[src/tia_chan_cfg_regs.svh]
// Register offsets, field positions and reset values of the per-channel config bank.
// Assumes the includer wants plain `define macros; no code lives here.
`ifndef TIA_CHAN_CFG_REGS_SVH
`define TIA_CHAN_CFG_REGS_SVH

`define TIA_NUM_CHAN          3
`define TIA_ADDR_CH1_BW_SWING 8'h01
`define TIA_ADDR_CH1_CTRL     8'h02
`define TIA_ADDR_CH2_BW_SWING 8'h07
`define TIA_ADDR_CH2_CTRL     8'h08
`define TIA_ADDR_CH3_BW_SWING 8'h0d
`define TIA_ADDR_CH3_CTRL     8'h0e
`define TIA_REG_RESET_VAL     8'h00
`define TIA_READ_UNMAPPED     8'h00

// First register of a pair.
`define TIA_BW_TRIM_MSB       7
`define TIA_BW_TRIM_LSB       4
`define TIA_SWING_MSB         3
`define TIA_SWING_LSB         0

// Second register of a pair.
`define TIA_PWRDN_BIT         7
`define TIA_BUF_OFF_BIT       6
`define TIA_GAIN_MSB          5
`define TIA_GAIN_LSB          4
`define TIA_OFFSET_MSB        3
`define TIA_OFFSET_LSB        0
`define TIA_OFFSET_SIGN_BIT   3

`endif

[src/tia_chan_cfg_pkg.sv]
// Types shared by the per-channel configuration bank.
// Assumes the constants come from tia_chan_cfg_regs.svh.
package tia_chan_cfg_pkg;
    typedef logic [7:0] tia_byte_type;
    typedef logic [1:0] tia_chan_type;
    // Decoded register address: hit flag, channel index, second-register select.
    typedef struct packed {
        logic         hit;
        tia_chan_type chan;
        logic         sel_ctrl;
    } tia_decode_type;
endpackage : tia_chan_cfg_pkg

[src/tia_chan_cfg.sv]
// Per-channel configuration registers of a three-channel optical receiver amplifier,
// channels 1 to 3, behind the register port of the two-wire protocol engine.
// Assumes the engine hands over one byte per transfer on reg_wr_en, and that the
// global register supplies the broadcast and soft reset controls as plain levels.
// Summary of operation
// - Bits 7:4 first register: bandwidth trim
// - Bits 3:0 first register: output swing code
// - Bit 7 second register: channel power-down
// - Bit 6 second register: output buffer off
// - Bits 5:4 second register: gain step
// - Bits 3:0 second register: sign-magnitude threshold shift
// - Pairs at 01/02, 07/08, 0D/0E
// - All fields read/write, reset to zero
// - Channels 2,3 share layout; 08h is channel 2
// - Broadcast bit copies a write to every channel
// - Global reset bit clears all channel registers
`timescale 1ns/1ps
`default_nettype none
`include "tia_chan_cfg_regs.svh"

module tia_chan_cfg (
    // Clock and reset
    input  wire logic        clk_sys,
    input  wire logic        reset_n,
    // Register port from the serial engine
    input  wire logic [7:0]  reg_addr,
    input  wire logic        reg_wr_en,
    input  wire logic [7:0]  reg_wr_data,
    input  wire logic        reg_rd_en,
    output var  logic [7:0]  reg_rd_data,
    output var  logic        reg_rd_hit,
    // Global controls
    input  wire logic        broadcast_write,
    input  wire logic        soft_reset,
    // Per-channel fields, channel 1 in the low slice
    output var  logic [11:0] bandwidth_trim,
    output var  logic [11:0] output_swing_code,
    output var  logic [2:0]  channel_powerdown,
    output var  logic [2:0]  output_buffer_off,
    output var  logic [5:0]  gain_step,
    output var  logic [11:0] decision_offset
);

    tia_chan_cfg_pkg::tia_byte_type bw_swing_r [`TIA_NUM_CHAN];
    tia_chan_cfg_pkg::tia_byte_type ctrl_r     [`TIA_NUM_CHAN];
    tia_chan_cfg_pkg::tia_decode_type dec;

    function automatic tia_chan_cfg_pkg::tia_decode_type decode_addr(input logic [7:0] a);
        tia_chan_cfg_pkg::tia_decode_type d;
        d = '0;
        case (a)
            `TIA_ADDR_CH1_BW_SWING: d = '{1'b1, 2'd0, 1'b0};
            `TIA_ADDR_CH1_CTRL:     d = '{1'b1, 2'd0, 1'b1};
            `TIA_ADDR_CH2_BW_SWING: d = '{1'b1, 2'd1, 1'b0};
            `TIA_ADDR_CH2_CTRL:     d = '{1'b1, 2'd1, 1'b1};
            `TIA_ADDR_CH3_BW_SWING: d = '{1'b1, 2'd2, 1'b0};
            `TIA_ADDR_CH3_CTRL:     d = '{1'b1, 2'd2, 1'b1};
            default:                d = '0;
        endcase
        return d;
    endfunction : decode_addr

    assign dec = decode_addr(reg_addr);

    // Soft reset outranks a write in the same cycle, so a reset byte is never half undone.
    // Codes marked unsupported are stored as written; filtering belongs to the analog side.
    always_ff @(posedge clk_sys or negedge reset_n) begin
        if (!reset_n) begin
            for (int i = 0; i < `TIA_NUM_CHAN; i++) begin
                bw_swing_r[i] <= `TIA_REG_RESET_VAL;
                ctrl_r[i]     <= `TIA_REG_RESET_VAL;
            end
        end else if (soft_reset) begin
            for (int i = 0; i < `TIA_NUM_CHAN; i++) begin
                bw_swing_r[i] <= `TIA_REG_RESET_VAL;
                ctrl_r[i]     <= `TIA_REG_RESET_VAL;
            end
        end else if (reg_wr_en && dec.hit) begin
            for (int i = 0; i < `TIA_NUM_CHAN; i++) begin
                if (broadcast_write || dec.chan == 2'(i)) begin
                    if (dec.sel_ctrl) begin
                        ctrl_r[i] <= reg_wr_data;
                    end else begin
                        bw_swing_r[i] <= reg_wr_data;
                    end
                end
            end
        end
    end

    // Read data is registered; unmapped addresses return zero with hit low.
    always_ff @(posedge clk_sys or negedge reset_n) begin
        if (!reset_n) begin
            reg_rd_data <= `TIA_READ_UNMAPPED;
            reg_rd_hit  <= 1'b0;
        end else if (reg_rd_en) begin
            reg_rd_hit <= dec.hit;
            if (!dec.hit) begin
                reg_rd_data <= `TIA_READ_UNMAPPED;
            end else if (dec.sel_ctrl) begin
                reg_rd_data <= ctrl_r[dec.chan];
            end else begin
                reg_rd_data <= bw_swing_r[dec.chan];
            end
        end
    end

    // Field outputs are wired straight from the register bits.
    always_comb begin
        for (int i = 0; i < `TIA_NUM_CHAN; i++) begin
            bandwidth_trim[4*i +: 4]    = bw_swing_r[i][`TIA_BW_TRIM_MSB:`TIA_BW_TRIM_LSB];
            output_swing_code[4*i +: 4] = bw_swing_r[i][`TIA_SWING_MSB:`TIA_SWING_LSB];
            channel_powerdown[i]        = ctrl_r[i][`TIA_PWRDN_BIT];
            output_buffer_off[i]        = ctrl_r[i][`TIA_BUF_OFF_BIT];
            gain_step[2*i +: 2]         = ctrl_r[i][`TIA_GAIN_MSB:`TIA_GAIN_LSB];
            decision_offset[4*i +: 4]   = ctrl_r[i][`TIA_OFFSET_MSB:`TIA_OFFSET_LSB];
        end
    end
endmodule : tia_chan_cfg

`default_nettype wire

[config.mk]
export PLATFORM = sky130hd
export DESIGN_NAME = tia_chan_cfg
export DESIGN_NICKNAME = d
export VERILOG_FILES = /design/src/tia_chan_cfg_pkg.sv /design/src/tia_chan_cfg.sv
export VERILOG_INCLUDE_DIRS = /design/src
export SDC_FILE = /design/constraint.sdc
export NUM_CORES = 1
export LEC_CHECK = 0
export BUFFER_PORTS_ARGS = -buffer_cell sky130_fd_sc_hd__buf_2
export CAP_MARGIN = 20
export CORE_MARGIN = 1
export CORE_UTILIZATION = 48
export CTS_CLUSTER_DIAMETER = 40
export DETAILED_ROUTE_END_ITERATION = 16
export PLACE_DENSITY = 0.76
export SYNTH_ARGS = -nofsm -noshare
export SYNTH_HDL_FRONTEND = slang
export SYNTH_SLANG_ARGS = --single-unit
[constraint.sdc]
create_clock -name clk_sys -period 1.4 [get_ports clk_sys]
set_clock_uncertainty 0.2 [all_clocks]
set_input_delay 0.14 -clock clk_sys [delete_from_list [all_inputs] [get_ports clk_sys]]
set_output_delay 0.14 -clock clk_sys [all_outputs]
set_load 0.01 [all_outputs]
==> flow_metrics.env <==
export IMPL_io_pins=79
export IMPL_violations="setup timing"
export IMPL_finish_utilization=0.7574
export IMPL_multi_input_area_mm2=0.001863
export IMPL_clock_latency_ns=0.34
export IMPL_final_common_cell="buf_2"
export IMPL_p_leak_uw=0.002318
export IMPL_syn_inst=301
export IMPL_maxCapViolCount=0
export IMPL_tightestPinTransition_ns=0.3836
export IMPL_layout_worst_path_cycle_share=1.169
export IMPL_timing_final_ws_setup_ns=-0.2369
export IMPL_critPathKind="primary input to flip-flop"
export IMPL_cts_root_buffer="clkbuf_8"
export IMPL_cp_max_fo=8
export IMPL_critPathMaxStageDelay_ns=0.36
export IMPL_grt_max_degree=58
export IMPL_syn_avg_cell_area_um2=10.50
export IMPL_h_tree_depth=3
export IMPL_path_depth=8
export IMPL_die_y_um=83.15
export IMPL_vias=3021
export IMPL_drt_pass1_iter_count=4
export IMPL_rsz0062_at_grt="yes"
export IMPL_endpoint="output_swing_code[2]$_DFFE_PN0P_"
export IMPL_coreArea_mm2=0.006350
export IMPL_port_buffers=78
export IMPL_dieArea_mm2=0.006913
export IMPL_r2r_slack_ns=-0.13
export IMPL_cts_sinks=57
export IMPL_min_path_type="primary input to flip-flop"
export IMPL_grt_overflow=0
export IMPL_startpoint="reg_addr[1]"
export IMPL_worst_path_most_repeated_cell="buf_12"
export IMPL_n_antenna_cell=0
export IMPL_synthArstFlopShare=1.000
export IMPL_startpoint_type="primary input"
export IMPL_area_delta_synth_final_pct=52.18
export IMPL_drtIter0Drc=207
export IMPL_syn_cell_area_mm2=0.003161
export IMPL_synth_seq_area_share=0.4513
export IMPL_wl_per_cell_um=18.85
export IMPL_detail_route_antenna_nets=0
export IMPL_wl_um=10090
export IMPL_rr_worst_depth=5
export IMPL_drv_slew=0
export IMPL_drive_above_1_share=0.4563
export IMPL_dp_hpwl_um=6917
export IMPL_ir_drop_v=0.0007869
export IMPL_synth_top_area_share=0.4513
export IMPL_finalSetupViolCount=57
export IMPL_critPathBufInv=3
export IMPL_antenna_found_initial=0
export IMPL_fin_hold_ws_ns=0.1060
export IMPL_dieWidth_um=83.15
export IMPL_status="complete, but fails checks"
export IMPL_viasPerCell=5.647
export IMPL_yosysWarnings=0
export IMPL_dp_slack_ns=-0.6900
export IMPL_required_ns=1.42
export IMPL_relSlewSlack=0.7443
export IMPL_yosysTopAreaCell="dfrtp_1"
export IMPL_n_fill_cell=407
export IMPL_reg2reg_to="reg_rd_data[6]$_DFFE_PN0P_"
export IMPL_grt_pass1_vias=3033
export IMPL_seqCellArea_mm2=0.001428
export IMPL_final_nets=475
export IMPL_synth_edf_count=0
export IMPL_critPathSlowestCell="a221o_1"
export IMPL_clk_pin_slew_ns=0.07
export IMPL_crit_chain="buf_12 -> buf_4 -> xor2_2 -> a221o_1 -> a311oi_4 -> buf_12 -> mux2i_1 -> nor2_1"
export IMPL_r2r_start="output_buffer_off[0]$_DFFE_PN0P_"
export IMPL_powerDensity_mw_per_mm2=738.6
export IMPL_final_cell_mix="buf_2, dfrtp_1, mux2i_1, buf_4, nor2_1"
export IMPL_grt_pass1_wl_um=15600
export IMPL_cp_top_family="compound AO/OA/AOI/OAI gates"
export IMPL_numCtsBuffers=9
export IMPL_synth_seq_cells=57
export IMPL_clock_fmax_ghz=0.6109
export IMPL_gp_congestion=0.8825
export IMPL_setup_tns_ns=-9.593
export IMPL_finalHoldViolCount=0
export IMPL_yosys_top_cells_area="dfrtp_1, mux2i_1, nor2_1, nand2b_1, nand2_1"
export IMPL_syn_num_nets=323
export IMPL_grt_use_total=0.2949
export IMPL_cts_tree="done"
export IMPL_crit_arrival_ns=1.66
export IMPL_synth_distinct_cells=47
export IMPL_drc_errors=0
export IMPL_period_minus_slack_ns=1.637
export IMPL_synth_main_ff_cell="dfrtp_1"
export IMPL_totalPowerFinal_uw=3552
export IMPL_clock_path_buffers=2
export IMPL_cp_end_kind="flip-flop"
export IMPL_rows=29
export IMPL_start_util=0.4977
-- worst min-delay path by stage --
stage,slack [ns],end,from,cells past startpoint
CTS,0.1,reg_rd_data[3]$_DFFE_PN0P_,reg_rd_en,5
global route,0.13,reg_rd_data[2]$_DFFE_PN0P_,reg_rd_en,5
global placement,-0.04,gain_step[5]$_DFFE_PN0P_,reset_n,2
detailed placement,-0.04,gain_step[1]$_DFFE_PN0P_,reset_n,2
floorplan,-0.36,bandwidth_trim[0]$_DFFE_PN0P_,reset_n,0
finish,0.11,reg_rd_data[3]$_DFFE_PN0P_,reg_rd_en,5
-- repair_timing --
| item | CTS | global route |
|---|---|---|
| buffers inserted | 7 | 5 |
| pin swaps | 16 | 19 |
| setup endpoints to repair | 56 | 58 |
| gates resized for setup | 30 | 34 |
| endpoints found under the hold margin | 103 | 0 |
| hold buffers | 10 | 0 |
| cloned | 0 | 1 |
-- worst min-delay path, stage by stage --
cell     delay [ns]
buf_2          0.07
inv_1          0.07
buf_4          0.20
nand2_1        0.07
a32oi_1        0.05
-- final cells by class --
class                           count  area share
Inverter                            3    0.002341
Tap cell                           77     0.02003
Timing Repair Buffer              158      0.2573
Clock inverter                      3    0.003122
Multi-Input combinational cell    224      0.3874
Clock buffer                       13     0.03304
Sequential cell                    57      0.2968
-- per-stage QoR --
stage | area, um^2 | cells
after floorplan | 3273 | 301
after global placement | 4163 | 497
after detailed placement | 4163 | 497
after CTS | 4622 | 530
after global routing | 4810 | 535
final | 4810 | 535
-- registers in the layout, indices dropped and copies added, names as in the netlist --
register / count
channel_powerdown: 3
output_buffer_off: 3
reg_rd_data: 8
bandwidth_trim: 12
decision_offset: 12
reg_rd_hit: 1
gain_step: 6
output_swing_code: 12
-- kinds of logic (layout without fill, tap and decap cells) --
kind of cell    after synthesis  count (layout)  synth area share
buf+inv                      20             177           0.02850
xor+xnor                      5               5           0.01386
flops                        57              57            0.4513
mux                          53              53            0.1683
simple gates                109             109            0.1817
compound gates               57              57            0.1564
-- Yosys cell counts, types with 2 or more instances --
| library cell | n |
|---|---|
| a32o_1 | 5 |
| xnor2_1 | 2 |
| nand3b_1 | 2 |
| dfrtp_1 | 57 |
| a22o_1 | 4 |
| xor2_1 | 3 |
| o21ai_0 | 7 |
| a31oi_1 | 5 |
| a32oi_1 | 3 |
| nor2_1 | 48 |
| and2_1 | 3 |
| nand2b_1 | 18 |
| o21a_1 | 7 |
| buf_2 | 3 |
| inv_1 | 3 |
| a21oi_1 | 4 |
| nor3_2 | 2 |
| nand2_1 | 19 |
| a221oi_1 | 4 |
| mux2i_1 | 52 |
| nand4_1 | 5 |
| o31ai_1 | 3 |
| nor2b_1 | 3 |
| clkbuf_1 | 12 |
| o2bb2ai_1 | 5 |
-- per-layer routing --
layer,track usage,wire length (um)
met5,0,0
met4,0.1066,197
met3,0.05765,577
met2,0.4881,5125
met1,0.3855,4186
-- report_power, final --
group / internal [uW] / total [uW] / switching, uW
Sequential: 1650 / 1650 / 3.63
Combinational: 233 / 513 / 280
Clock: 730 / 1380 / 654
Total: 2610 / 3550 / 938
(Power assumes the default switching activity.)
